**config.mk**
```make
export PLATFORM = sky130hd
export DESIGN_NAME = timer_output_flag_dma_control
export DESIGN_NICKNAME = d
export VERILOG_FILES = /design/src/timer_pkg.sv /design/src/output_action_unit.sv /design/src/timer_output_flag_dma_control.sv /design/src/timer_prescaler.sv
export VERILOG_INCLUDE_DIRS = /design/src /design/src/src
export SDC_FILE = /design/constraint.sdc
export NUM_CORES = 1
export LEC_CHECK = 0
export BUFFER_PORTS_ARGS = -buffer_cell sky130_fd_sc_hd__buf_2
export CELL_PAD_IN_SITES_DETAIL_PLACEMENT = 0
export CELL_PAD_IN_SITES_GLOBAL_PLACEMENT = 1
export CORE_MARGIN = 2
export CORE_UTILIZATION = 38
export DETAILED_ROUTE_END_ITERATION = 8
export HOLD_SLACK_MARGIN = 0.06
export PLACE_DENSITY = 0.85
export SYNTH_ARGS = -nofsm -noshare
export SYNTH_HDL_FRONTEND = slang
export SYNTH_SLANG_ARGS = --single-unit
```
**constraint.sdc**
```tcl
create_clock -name core_clk -period 2.4 [get_ports core_clk]
set_clock_uncertainty 0.05 [all_clocks]
set_input_delay 0.12 -clock core_clk [delete_from_list [all_inputs] [get_ports core_clk]]
set_output_delay 0.12 -clock core_clk [all_outputs]
set_load 0.02 [all_outputs]
```
**src/timer_cfg.svh**
```systemverilog
// constants of the timer output, flag and dma control block
// assumes: included by bare name from every design file except the package, and from the testbench
//
// How it works
// - prescaler divides by preset plus one
// - new preset loads at underflow or reload
// - action codes: set, toggle, clear, keep
// - pin a: compare0, compare1, wrap fields
// - pin b: same field layout, own register
// - simultaneous actions combine by bitwise and
// - compare-event enable gives pulse per compare0 match
// - wrap-event enable gives pulse per wrap
// - write loads pin level, read returns it
// - capture0 flag set; writing one captures
// - capture1 flag; software capture except bicapture
// - compare flags set on each match
// - wrap flag set on each wrap
// - capture0 overrun on repeat or software capture
// - compare0 overrun on repeat before clear
// - combine bit selects and/or of captures
// - global enable gates every interrupt
// - dma only for capture0 and compare0
// - individual interrupt masks active at one
// - pointer high bits, bit two hardware toggled
// - dma direction bit fixed by hardware
// - area bit selects register file
`ifndef TIMER_CFG_SVH
`define TIMER_CFG_SVH

// register indices; byte address is four times the index
`define IDX_DMA_COUNT_PTR   8'hF0
`define IDX_PRESCALER       8'hFB
`define IDX_FIRST_OUT_CTL   8'hFC
`define IDX_SECOND_OUT_CTL  8'hFD
`define IDX_EVENT_FLAGS     8'hFE
`define IDX_IRQ_DMA_MASKS   8'hFF

// reset values
`define RST_PRESCALER       8'h00
`define RST_OUT_CTL         8'h00
`define RST_EVENT_FLAGS     8'h00
`define RST_IRQ_DMA_MASKS   8'h00
`define RST_DMA_PTR         8'h00

// output control fields
`define CODE_CMP0_HI        7
`define CODE_CMP1_HI        5
`define CODE_WRAP_HI        3
`define EVT_EN_BIT          1
`define PIN_LEVEL_BIT       0

// action codes
`define ACT_SET             2'h0
`define ACT_TOGGLE          2'h1
`define ACT_CLEAR           2'h2
`define ACT_KEEP            2'h3

// event flag fields
`define FLAG_CAP0           7
`define FLAG_CAP1           6
`define FLAG_CMP0           5
`define FLAG_CMP1           4
`define FLAG_WRAP           3
`define FLAG_CAP0_OVR       2
`define FLAG_CMP0_OVR       1
`define FLAG_COMBINE        0

// mask fields
`define MSK_GLOBAL          7
`define MSK_CAP0_DMA        6
`define MSK_CAP0_IRQ        5
`define MSK_CAP1_IRQ        4
`define MSK_CMP0_DMA        3
`define MSK_CMP0_IRQ        2
`define MSK_CMP1_IRQ        1
`define MSK_WRAP_IRQ        0

// dma counter pointer fields
`define PTR_TOGGLE_BIT      2
`define PTR_DIR_BIT         1
`define PTR_AREA_BIT        0

// bus responses
`define RESP_OKAY           2'h0
`define RESP_SLVERR         2'h2

`endif

```
**src/timer_pkg.sv**
```systemverilog
// types shared by the timer control block and its helpers
// assumes: constants come from timer_cfg.svh
package timer_pkg;
  typedef logic [7:0]  reg_byte_t;
  typedef logic [1:0]  action_t;
  typedef logic [11:0] axi_addr_t;
  typedef logic [31:0] axi_data_t;
  typedef logic [3:0]  axi_strb_t;
  typedef logic [1:0]  axi_resp_t;
endpackage

```
**src/output_action_unit.sv**
```systemverilog
// one output pin driven by three event sources through two-bit action codes
// assumes: events are one-cycle pulses on core_clk
`timescale 1ns/1ps
`include "timer_cfg.svh"
module output_action_unit (
  input  wire logic              core_clk,
  input  wire logic              rst,
  input  wire timer_pkg::action_t code_cmp0,
  input  wire timer_pkg::action_t code_cmp1,
  input  wire timer_pkg::action_t code_wrap,
  input  wire logic              cmp0_evt,
  input  wire logic              cmp1_evt,
  input  wire logic              wrap_evt,
  input  wire logic              preset_wr,
  input  wire logic              preset_level,
  output logic                   pin
);
  import timer_pkg::*;

  action_t merged;
  logic    nxt_pin;

  // idle sources contribute keep, so the and only sees active codes
  assign merged = (cmp0_evt ? code_cmp0 : `ACT_KEEP)
                & (cmp1_evt ? code_cmp1 : `ACT_KEEP)
                & (wrap_evt ? code_wrap : `ACT_KEEP);

  always_comb begin
    unique case (merged)
      `ACT_SET:    nxt_pin = 1'b1;
      `ACT_TOGGLE: nxt_pin = ~pin;
      `ACT_CLEAR:  nxt_pin = 1'b0;
      `ACT_KEEP:   nxt_pin = pin;
    endcase
  end

  // a preset write overrides an event in the same cycle
  always_ff @(posedge core_clk) begin
    if (rst) begin
      pin <= 1'b0;
    end else begin
      pin <= preset_wr ? preset_level : nxt_pin;
    end
  end
endmodule // output_action_unit

```
**src/timer_output_flag_dma_control.sv**
```systemverilog
// register back end of a 16-bit multifunction timer: prescaler preset,
// output pin actions, event flags, interrupt and dma requests, dma pointer
// assumes: counter datapath events are one-cycle pulses on core_clk;
// software reaches the registers over AXI4-Lite
`timescale 1ns/1ps
`include "timer_cfg.svh"
module timer_output_flag_dma_control (
  input  wire logic                 core_clk,
  input  wire logic                 rst,
  // axi4-lite slave
  input  wire timer_pkg::axi_addr_t awaddr,
  input  wire logic                 awvalid,
  output logic                      awready,
  input  wire timer_pkg::axi_data_t wdata,
  input  wire timer_pkg::axi_strb_t wstrb,
  input  wire logic                 wvalid,
  output logic                      wready,
  output timer_pkg::axi_resp_t      bresp,
  output logic                      bvalid,
  input  wire logic                 bready,
  input  wire timer_pkg::axi_addr_t araddr,
  input  wire logic                 arvalid,
  output logic                      arready,
  output timer_pkg::axi_data_t      rdata,
  output timer_pkg::axi_resp_t      rresp,
  output logic                      rvalid,
  input  wire logic                 rready,
  // counter datapath
  input  wire logic                 prescaler_in_tick,
  input  wire logic                 counter_reload,
  input  wire logic                 counter_wrap_event,
  input  wire logic                 first_compare_match,
  input  wire logic                 second_compare_match,
  input  wire logic                 first_capture_done,
  input  wire logic                 second_capture_done,
  input  wire logic                 bicapture_mode,
  input  wire logic                 dma_pointer_swap,
  input  wire logic                 dma_direction_indicator,
  output logic                      prescaler_tick,
  output logic                      first_sw_capture,
  output logic                      second_sw_capture,
  // pins and on-chip events
  output logic                      first_output_pin,
  output logic                      second_output_pin,
  output logic                      compare_event_pulse,
  output logic                      wrap_event_pulse,
  // interrupt and dma controller
  output logic                      capture_irq_req,
  output logic                      compare_irq_req,
  output logic                      wrap_irq_req,
  output logic                      capture_dma_req,
  output logic                      compare_dma_req,
  output logic [5:0]                dma_count_address_high,
  output logic                      dma_area_register_file
);
  import timer_pkg::*;

  // ---- registers ----
  reg_byte_t prescaler_preset_ff;
  reg_byte_t first_out_ctl_ff;
  reg_byte_t second_out_ctl_ff;
  reg_byte_t flags_ff;
  reg_byte_t masks_ff;
  logic [5:0] ptr_high_ff;
  logic       ptr_area_ff;

  // ---- bus holding state ----
  logic       aw_held_ff;
  logic       w_held_ff;
  logic [9:0] wr_idx_ff;
  reg_byte_t  wr_byte_ff;
  logic       wr_lane0_ff;
  logic       wr_go;
  logic       wr_mapped;

  // write address and data are caught independently, in either order
  assign awready = !aw_held_ff && !bvalid;
  assign wready  = !w_held_ff && !bvalid;
  assign wr_go   = aw_held_ff && w_held_ff;

  always_ff @(posedge core_clk) begin
    if (rst) begin
      aw_held_ff <= 1'b0;
      wr_idx_ff  <= 10'h000;
    end else if (awvalid && awready) begin
      aw_held_ff <= 1'b1;
      wr_idx_ff  <= awaddr[11:2];
    end else if (wr_go) begin
      aw_held_ff <= 1'b0;
    end
  end

  always_ff @(posedge core_clk) begin
    if (rst) begin
      w_held_ff   <= 1'b0;
      wr_byte_ff  <= 8'h00;
      wr_lane0_ff <= 1'b0;
    end else if (wvalid && wready) begin
      w_held_ff   <= 1'b1;
      wr_byte_ff  <= wdata[7:0];
      wr_lane0_ff <= wstrb[0];
    end else if (wr_go) begin
      w_held_ff <= 1'b0;
    end
  end

  // response: one cycle after both halves are held; unmapped gives slverr
  always_ff @(posedge core_clk) begin
    if (rst) begin
      bvalid <= 1'b0;
      bresp  <= `RESP_OKAY;
    end else if (wr_go) begin
      bvalid <= 1'b1;
      bresp  <= wr_mapped ? `RESP_OKAY : `RESP_SLVERR;
    end else if (bready) begin
      bvalid <= 1'b0;
    end
  end

  // ---- write decode; only byte lane 0 carries register data ----
  logic sel_ptr;
  logic sel_pre;
  logic sel_oa;
  logic sel_ob;
  logic sel_flg;
  logic sel_msk;
  logic wr_en;

  assign sel_ptr   = wr_idx_ff == {2'b00, `IDX_DMA_COUNT_PTR};
  assign sel_pre   = wr_idx_ff == {2'b00, `IDX_PRESCALER};
  assign sel_oa    = wr_idx_ff == {2'b00, `IDX_FIRST_OUT_CTL};
  assign sel_ob    = wr_idx_ff == {2'b00, `IDX_SECOND_OUT_CTL};
  assign sel_flg   = wr_idx_ff == {2'b00, `IDX_EVENT_FLAGS};
  assign sel_msk   = wr_idx_ff == {2'b00, `IDX_IRQ_DMA_MASKS};
  assign wr_mapped = sel_ptr | sel_pre | sel_oa | sel_ob | sel_flg | sel_msk;
  assign wr_en     = wr_go && wr_lane0_ff;

  logic wr_pre;
  logic wr_oa;
  logic wr_ob;
  logic wr_flg;
  logic wr_msk;
  logic wr_ptr;

  assign wr_pre = wr_en && sel_pre;
  assign wr_oa  = wr_en && sel_oa;
  assign wr_ob  = wr_en && sel_ob;
  assign wr_flg = wr_en && sel_flg;
  assign wr_msk = wr_en && sel_msk;
  assign wr_ptr = wr_en && sel_ptr;

  // plain read-write control registers
  always_ff @(posedge core_clk) begin
    if (rst) begin
      prescaler_preset_ff <= `RST_PRESCALER;
      first_out_ctl_ff    <= `RST_OUT_CTL;
      second_out_ctl_ff   <= `RST_OUT_CTL;
      masks_ff            <= `RST_IRQ_DMA_MASKS;
    end else begin
      if (wr_pre) prescaler_preset_ff <= wr_byte_ff;
      if (wr_oa) first_out_ctl_ff <= wr_byte_ff;
      if (wr_ob) second_out_ctl_ff <= wr_byte_ff;
      if (wr_msk) masks_ff <= wr_byte_ff;
    end
  end

  // ---- event flags ----
  logic       sw_cap0;
  logic       sw_cap1;
  logic [6:0] flag_set;
  logic [6:0] flag_clr;
  reg_byte_t  nxt_flags;

  // software capture is taken only while its flag is clear
  assign sw_cap0 = wr_flg && wr_byte_ff[`FLAG_CAP0] && !flags_ff[`FLAG_CAP0];
  assign sw_cap1 = wr_flg && wr_byte_ff[`FLAG_CAP1] && !flags_ff[`FLAG_CAP1]
                 && !bicapture_mode;
  assign flag_set = {first_capture_done,
                     second_capture_done,
                     first_compare_match, second_compare_match,
                     counter_wrap_event,
                     (first_capture_done && flags_ff[`FLAG_CAP0]) || sw_cap0,
                     first_compare_match && flags_ff[`FLAG_CMP0]};
  // writing zero clears a flag; a set in the same cycle wins
  assign flag_clr = {7{wr_flg}} & ~wr_byte_ff[7:1];
  assign nxt_flags = {flag_set | (flags_ff[7:1] & ~flag_clr),
                      wr_flg ? wr_byte_ff[`FLAG_COMBINE] : flags_ff[`FLAG_COMBINE]};

  always_ff @(posedge core_clk) begin
    if (rst) begin
      flags_ff          <= `RST_EVENT_FLAGS;
      first_sw_capture  <= 1'b0;
      second_sw_capture <= 1'b0;
    end else begin
      flags_ff          <= nxt_flags;
      first_sw_capture  <= sw_cap0;
      second_sw_capture <= sw_cap1;
    end
  end

  // ---- interrupt and dma requests ----
  logic cap0_act;
  logic cap1_act;
  logic cap_pair;

  assign cap0_act = flags_ff[`FLAG_CAP0] && masks_ff[`MSK_CAP0_IRQ];
  assign cap1_act = flags_ff[`FLAG_CAP1] && masks_ff[`MSK_CAP1_IRQ];
  assign cap_pair = flags_ff[`FLAG_COMBINE] ? (cap0_act && cap1_act)
                                            : (cap0_act || cap1_act);
  assign capture_irq_req = masks_ff[`MSK_GLOBAL] && cap_pair;
  assign compare_irq_req = masks_ff[`MSK_GLOBAL]
                         && ((flags_ff[`FLAG_CMP0] && masks_ff[`MSK_CMP0_IRQ])
                          || (flags_ff[`FLAG_CMP1] && masks_ff[`MSK_CMP1_IRQ]));
  assign wrap_irq_req    = masks_ff[`MSK_GLOBAL]
                         && flags_ff[`FLAG_WRAP] && masks_ff[`MSK_WRAP_IRQ];
  // dma is not gated by the global interrupt enable
  assign capture_dma_req = flags_ff[`FLAG_CAP0] && masks_ff[`MSK_CAP0_DMA];
  assign compare_dma_req = flags_ff[`FLAG_CMP0] && masks_ff[`MSK_CMP0_DMA];

  // ---- on-chip event pulses ----
  always_ff @(posedge core_clk) begin
    if (rst) begin
      compare_event_pulse <= 1'b0;
      wrap_event_pulse    <= 1'b0;
    end else begin
      compare_event_pulse <= first_compare_match && first_out_ctl_ff[`EVT_EN_BIT];
      wrap_event_pulse    <= counter_wrap_event && second_out_ctl_ff[`EVT_EN_BIT];
    end
  end

  // ---- dma counter pointer ----
  // the swap toggle lands on top of a same-cycle write so it is never lost
  localparam reg_byte_t ptr_rst_value = `RST_DMA_PTR;

  logic bit2_base;

  assign bit2_base = wr_ptr ? wr_byte_ff[`PTR_TOGGLE_BIT] : ptr_high_ff[0];

  always_ff @(posedge core_clk) begin
    if (rst) begin
      ptr_high_ff <= ptr_rst_value[7:2];
      ptr_area_ff <= ptr_rst_value[0];
    end else begin
      ptr_high_ff[5:1] <= wr_ptr ? wr_byte_ff[7:3] : ptr_high_ff[5:1];
      ptr_high_ff[0]   <= bit2_base ^ dma_pointer_swap;
      if (wr_ptr) ptr_area_ff <= wr_byte_ff[`PTR_AREA_BIT];
    end
  end

  assign dma_count_address_high = ptr_high_ff;
  assign dma_area_register_file = ptr_area_ff;

  // ---- helpers ----
  timer_prescaler u_prescaler (
    .core_clk (core_clk),
    .rst      (rst),
    .in_tick  (prescaler_in_tick),
    .reload   (counter_reload),
    .preset   (prescaler_preset_ff),
    .out_tick (prescaler_tick)
  );

  output_action_unit u_first_pin (
    .core_clk     (core_clk),
    .rst          (rst),
    .code_cmp0    (first_out_ctl_ff[`CODE_CMP0_HI -: 2]),
    .code_cmp1    (first_out_ctl_ff[`CODE_CMP1_HI -: 2]),
    .code_wrap    (first_out_ctl_ff[`CODE_WRAP_HI -: 2]),
    .cmp0_evt     (first_compare_match),
    .cmp1_evt     (second_compare_match),
    .wrap_evt     (counter_wrap_event),
    .preset_wr    (wr_oa),
    .preset_level (wr_byte_ff[`PIN_LEVEL_BIT]),
    .pin          (first_output_pin)
  );

  output_action_unit u_second_pin (
    .core_clk     (core_clk),
    .rst          (rst),
    .code_cmp0    (second_out_ctl_ff[`CODE_CMP0_HI -: 2]),
    .code_cmp1    (second_out_ctl_ff[`CODE_CMP1_HI -: 2]),
    .code_wrap    (second_out_ctl_ff[`CODE_WRAP_HI -: 2]),
    .cmp0_evt     (first_compare_match),
    .cmp1_evt     (second_compare_match),
    .wrap_evt     (counter_wrap_event),
    .preset_wr    (wr_ob),
    .preset_level (wr_byte_ff[`PIN_LEVEL_BIT]),
    .pin          (second_output_pin)
  );

  // ---- read path ----
  logic [9:0] rd_idx;
  reg_byte_t  rd_byte;
  logic       rd_mapped;

  assign arready = !rvalid;
  assign rd_idx  = araddr[11:2];
  // pin level bit reads back the live pin, not the written preset
  assign rd_byte =
    (rd_idx == {2'b00, `IDX_DMA_COUNT_PTR}) ?
      {ptr_high_ff, dma_direction_indicator, ptr_area_ff} :
    (rd_idx == {2'b00, `IDX_PRESCALER})     ? prescaler_preset_ff :
    (rd_idx == {2'b00, `IDX_FIRST_OUT_CTL}) ?
      {first_out_ctl_ff[7:1], first_output_pin} :
    (rd_idx == {2'b00, `IDX_SECOND_OUT_CTL}) ?
      {second_out_ctl_ff[7:1], second_output_pin} :
    (rd_idx == {2'b00, `IDX_EVENT_FLAGS})   ? flags_ff :
    (rd_idx == {2'b00, `IDX_IRQ_DMA_MASKS}) ? masks_ff : 8'h00;
  assign rd_mapped = rd_idx >= {2'b00, `IDX_PRESCALER} || rd_idx == {2'b00, `IDX_DMA_COUNT_PTR};

  always_ff @(posedge core_clk) begin
    if (rst) begin
      rvalid <= 1'b0;
      rdata  <= 32'h0000_0000;
      rresp  <= `RESP_OKAY;
    end else if (arvalid && arready) begin
      rvalid <= 1'b1;
      rdata  <= {24'h000000, rd_byte};
      rresp  <= (rd_mapped && rd_idx <= {2'b00, `IDX_IRQ_DMA_MASKS}) ? `RESP_OKAY : `RESP_SLVERR;
    end else if (rready) begin
      rvalid <= 1'b0;
    end
  end
endmodule // timer_output_flag_dma_control

```
**src/timer_prescaler.sv**
```systemverilog
// down-counting prescaler giving a one-cycle tick every preset+1 input ticks
// assumes: in_tick and reload come from logic on core_clk
`timescale 1ns/1ps
`include "timer_cfg.svh"
module timer_prescaler (
  input  wire logic               core_clk,
  input  wire logic               rst,
  input  wire logic               in_tick,
  input  wire logic               reload,
  input  wire timer_pkg::reg_byte_t preset,
  output logic                    out_tick
);
  import timer_pkg::*;

  reg_byte_t cnt_ff;
  reg_byte_t nxt_cnt;
  logic      underflow;

  // a fresh preset only enters the count here, never mid-count
  assign underflow = in_tick && (cnt_ff == 8'h00);
  assign nxt_cnt   = (reload || underflow) ? preset : cnt_ff - 8'h01;

  always_ff @(posedge core_clk) begin
    if (rst) begin
      cnt_ff   <= `RST_PRESCALER;
      out_tick <= 1'b0;
    end else begin
      out_tick <= underflow;
      if (reload || in_tick) begin
        cnt_ff <= nxt_cnt;
      end
    end
  end
endmodule // timer_prescaler

```
* Word level (Yosys, flattened, before mapping)
Cells that the tools add are included.
Word-level totals: register bits 97, bits of input ports 77, output and inout port bits 60
Cells by class: equal/unequal tests 20, muxes and demuxes 28, add/subtract/negate cells 1, reductions and logical operators 55, bitwise operators 17, $lt $le $gt $ge 2
Operators by type and width (count):
- $eq 10x8->1 const B | 12
- $mux 8 | 7
- $logic_and 1x1->1 | 35
- $mux 2 | 8
- $and 7x7->7 | 2
- $not 7->7 | 2
- $mux 1 | 11
- $ge 10x8->1 const B | 1
- $le 10x8->1 const B | 1
- $and 2x2->2 | 4
- $eq 2x2->1 const B | 4
- $logic_not 8->1 | 1
- $reduce_bool 2->1 | 4
- $sub 8x1->8 const B | 1
- $logic_not 1->1 | 7
- $or 7x7->7 | 1
- $logic_or 1x1->1 | 6
- $pmux 1 s3 | 2
- $or 1x1->1 | 5
- $eq 2x1->1 const B | 2
- $logic_not 2->1 | 2
- $ne 2x1->1 const B | 2
- $not 1->1 | 2
- $xor 1x1->1 | 1

* Logic depth before layout (Yosys ltp)
word-level depth 7, gate-level depth with buffers 6, mapped depth without buffers 6

* Modules after synthesis
A second synthesis with hierarchy kept.
Unflattened totals: cells, all modules 519, area, all modules 4455.5 sq um
By module, submodules not included:
- timer_output_flag_dma_control | sequential area each 1641.6 sq um, cells an instance 430, area each 3707.3 sq um, times used 1
- timer_prescaler | sequential area each 180.2 sq um, cells an instance 67, area each 560.5 sq um, times used 1
- output_action_unit | sequential area each 20.0 sq um, cells an instance 11, area each 93.8 sq um, times used 2

* Worst setup path before layout
OpenSTA, ideal clock, no wires.
kind flip-flop to flip-flop, start reg wr_idx_ff[0], end reg ptr_high_ff[0] (netlist: dma_count_address_high[0]), period minus slack after synthesis 2.029 ns, library setup time 0.123 ns, data required time 2.227 ns, data arrival time 1.855 ns, setup slack 0.371 ns, stages on the path, launching flop included 5, buffers on the path 0, cell sequence dfxtp_1 or4_4 nor4_4 mux2i_1 mux2_1
Between the ends: cells in the longest elaborated chain, start to end 4
Ends and longest elaborated chain:
- from (decl) | line timer_output_flag_dma_control.sv:70 | logic [9:0] wr_idx_ff;
- from (signal assigned) | line timer_output_flag_dma_control.sv:87 | wr_idx_ff <= awaddr[11:2];
- $eq 10x8->1 | line timer_output_flag_dma_control.sv:129 | assign sel_ptr = wr_idx_ff == {2'b00, `IDX_DMA_COUNT_PTR};
- $logic_and 1x1->1 | line timer_output_flag_dma_control.sv:150 | assign wr_ptr = wr_en && sel_ptr;
- $mux 1 | line timer_output_flag_dma_control.sv:237 | assign bit2_base = wr_ptr ? wr_byte_ff[`PTR_TOGGLE_BIT] : ptr_high_ff[0];
- $xor 1x1->1 | line timer_output_flag_dma_control.sv:245 | ptr_high_ff[0] <= bit2_base ^ dma_pointer_swap;
- to (signal assigned) | line timer_output_flag_dma_control.sv:241 | ptr_high_ff <= ptr_rst_value[7:2];
- to (signal assigned) | line timer_output_flag_dma_control.sv:245
- to (decl) | line timer_output_flag_dma_control.sv:64 | logic [5:0] ptr_high_ff;
Every way passes these cells. A chain may end at the register's enable or synchronous reset.

* Final worst setup path
Same ends and word-level chain as after synthesis.

==> metrics.md <==
| Metric | Value |
|---|---|
| Clock root buffer | clkbuf_16 |
| Post-Place Setup Slack | 463.9 ps |
| GRT Residual Overflow | 0 |
| Critical path type | flip-flop to flip-flop |
| Clock Latency Late Sink | 350 ps |
| Count of pins over their slew limit | 0 |
| Final Hold Fails | 0 |
| CTS H-tree depth | 3 |
| Routed wirelength normalized by instance count | around 17 um |
| CP Capture Type | flip-flop |
| Die width | ~110 um |
| Hold_ws | between 70 and 80 ps |
| Avg Inst Size Synth | 8.225 um2 |
| GP Congestion | around 0.85 |
| RSZ-0062 raised after global routing | no |
| Largest net degree at the start of global routing | 71 |
| Vias in the first global route | 4155 |
| Routed Antenna Nets | 0 |
| First-pass GRT wire length | between 20000 and 25000 um |
| Row count | 40 |
| HPWL after DPL | 9304 um |
| Cells after Synth | 563 |
| Clk slew on worst S/H paths | 70 ps |
| Initial Util | 0.3871 |
| Critical Path RT | about 2600 ps |
| Switching power | 988.9 uW |
| Post-synthesis sequential area ratio | 0.4021 |
| Peak supply drop | 0.4639 mV |
| Die height | 114.4 um |
| EDFF count, synth | 0 |
| Setup violations, final | 0 |
| Combinational power share | 0.129 |
| Achievable clock frequency | 517.5 MHz |
| DRC violations left | 0 |
| Layout Cells excl Fill | 808 |
| Final instance area | ~0.0056 mm2 |
| Max_cap viols | 0 |
| Max clock buf depth | 2 |
| Switch share | 0.2761 |
| CTS tree | yes |
| Layout area overhead | 21.78% |
| WP data arrival | 2110 ps |
| Via density | 5.577 |
| Async SR Flop Fraction | 0 |
| Top FF cell, synth | dfxtp_1 |
| Slew HR | 0.6145 |
| DP Cell Count | 763 |
| Total negative slack | 0 ps |
| Setup bufs post-CTS | 0 |
| Register bit total from synthesis | 93 |
| Finished Core Util | 0.4714 |
| Initial antenna violation count | 0 |
| Crit path launch type | flip-flop |
| Detailed Routing Iterations Pass 1 | 5 |
| Core box area | 0.01196 mm2 |
| Worst Path Max Fanout | 7 |
| Int Pwr | approximately 2.6 mW |
| Post-DP Area | 0.005047 mm2 |
| Distinct cells, synth | 59 |
| Mapped cell area | 0.004631 mm2 |
| Vias post-DR | 4506 |
| Final critical-path share of the clock period | 0.8051 |
| GRT Total Usage | 0.2013 |
| Hold WC Path Type | input pin to flip-flop |
| Part of the power in the clock network | 0.404 |
| Overall power | between 3 and 4 mW |
| Power per cell area | about 640 mW/mm2 |
| Slew of the pin with the lowest slew margin | approximately 570 ps |
| PortBufs | 79 |
| Fraction of layout cells with a size suffix above 1 | 0.1800 |
| Num ports | 137 |
| Antenna fix cells | 0 |
| Lkg Pwr | 2.244 nW |
| TritonCTS Buffers | 9 |
| Die area | between 0.01 and 0.015 mm2 |
| Seq pwr share | 0.467 |
| CTS Sinks | 93 |
| Yosys warns | 0 |
| Worst setup margin | ~470 ps |
| Initial drt markers | 511 |
| Drt total wl | 13350 um |
| Fin nets | roughly 740 |
| Status | finished, final reports clean |
| Tmin final | 1932 ps |
final cells by class:
class / count / area (um2)
Clock buffer: 9 / 225.2
Clock inverter: 7 / 76.32
Sequential cell: 93 / 1862
Tap cell: 147 / 183.9
Fill cell: 1185 / 6322
Inverter: 13 / 48.80
Timing Repair Buffer: 116 / 758.2
Multi-Input combinational cell: 423 / 2485
logic make-up after synthesis:
family          count (synthesis)  synth area share
simple gates                  208            0.2340
mux                            21           0.05971
buf+inv                        72           0.08160
other cells                     1         0.0008098
compound gates                165            0.2143
fa+ha+maj                       3          0.007565
flops                          93            0.4021
synth_stat cells (all sizes together), types with 3 or more instances:
library cell  number  area, um2
o31ai              5      37.54
clkbuf            26      107.6
a221o              5      50.05
a22oi              7      52.55
nor2              20      75.07
nand3             32      160.2
mux2i             13      130.1
a32o               6      60.06
a21oi             69      345.3
buf               33      221.5
or3b               3      26.28
nor2b             11      68.82
a31oi             10      62.56
nand2             74      277.8
nand4              9      56.30
dfxtp             93       1862
nand2b            12      75.07
a22o               3      26.28
nor4               5      46.29
nor3              13      65.06
mux4               5      112.6
o21ai             44      220.2
inv               11      41.29
and2               6      38.79
mux2               3      33.78
and4               3      26.28
and3               7      43.79
layout by cell type, fill, tap and decap left out, types with 3 or more instances in the layout:
master / count
and2_1: 5
and3_1: 7
a21oi_1: 69
a32o_1: 6
dlygate4sd3_1: 29
dfxtp_1: 93
nand3_1: 32
nor3_1: 13
conb_1: 26
a22o_1: 3
a31oi_1: 10
buf_4: 7
nor2_1: 20
nor4_1: 4
o31ai_1: 5
nand2b_1: 12
nand2_1: 74
mux2i_1: 13
nand4_1: 9
nor2b_1: 11
buf_2: 79
o21ai_0: 44
inv_1: 11
clkinv_4: 3
clkbuf_16: 9
mux4_2: 5
and4_1: 3
a221o_1: 5
or3b_2: 3
a22oi_1: 7
worst paths after layout:
check	start	to	slack, ps	cells after the start
worst max-delay path	wr_idx_ff[0]	dma_count_address_high[0]	470	4
worst min-delay path	counter_reload	u_prescaler.cnt_ff[7]	80	3
worst max register to register	wr_idx_ff[0]	dma_count_address_high[0]	470	4
worst min register to register	rdata[4]	rdata[4]	420	1
power by group through the flow:
stage	logic, mW	registers, mW	clock network, mW
finish	0.461	1.67	1.45
global route	0.506	1.68	1.52
CTS	0.459	1.67	1.46
detailed placement	0.420	1.71	0
global placement	0.411	1.70	0
floorplan	0.331	1.69	0
sequential cells by signal (all words and copies together), names as in the netlist, 6 cells and up:
| register | cells |
|---|---|
| u_prescaler.cnt_ff | 8 |
| wr_idx_ff | 10 |
| masks_ff | 8 |
| prescaler_preset_ff | 8 |
| first_out_ctl_ff | 7 |
| flags_ff | 8 |
| rdata | 8 |
| second_out_ctl_ff | 7 |
| dma_count_address_high | 6 |
| wr_byte_ff | 8 |
per-layer routing:
layer,global-route usage,vias up,wire [um]
li1,-,2182,-
met1,0.2703,2123,6031
met2,0.3223,179,6212
met3,0.02594,22,767
met4,0.09268,0,338
met5,0,-,0
critical path: stages (launching register included):
cell	delay, ps
dfxtp_1	370
or4_4	570
nor4_4	230
mux2i_1	250
mux2_1	350
repair_timing:
item	4_1_cts	5_1_grt
gates resized for setup	0	0
hold buffers	29	0
hold endpoints to repair	31	0
Note: power is estimated with default switching activity, not from simulation.
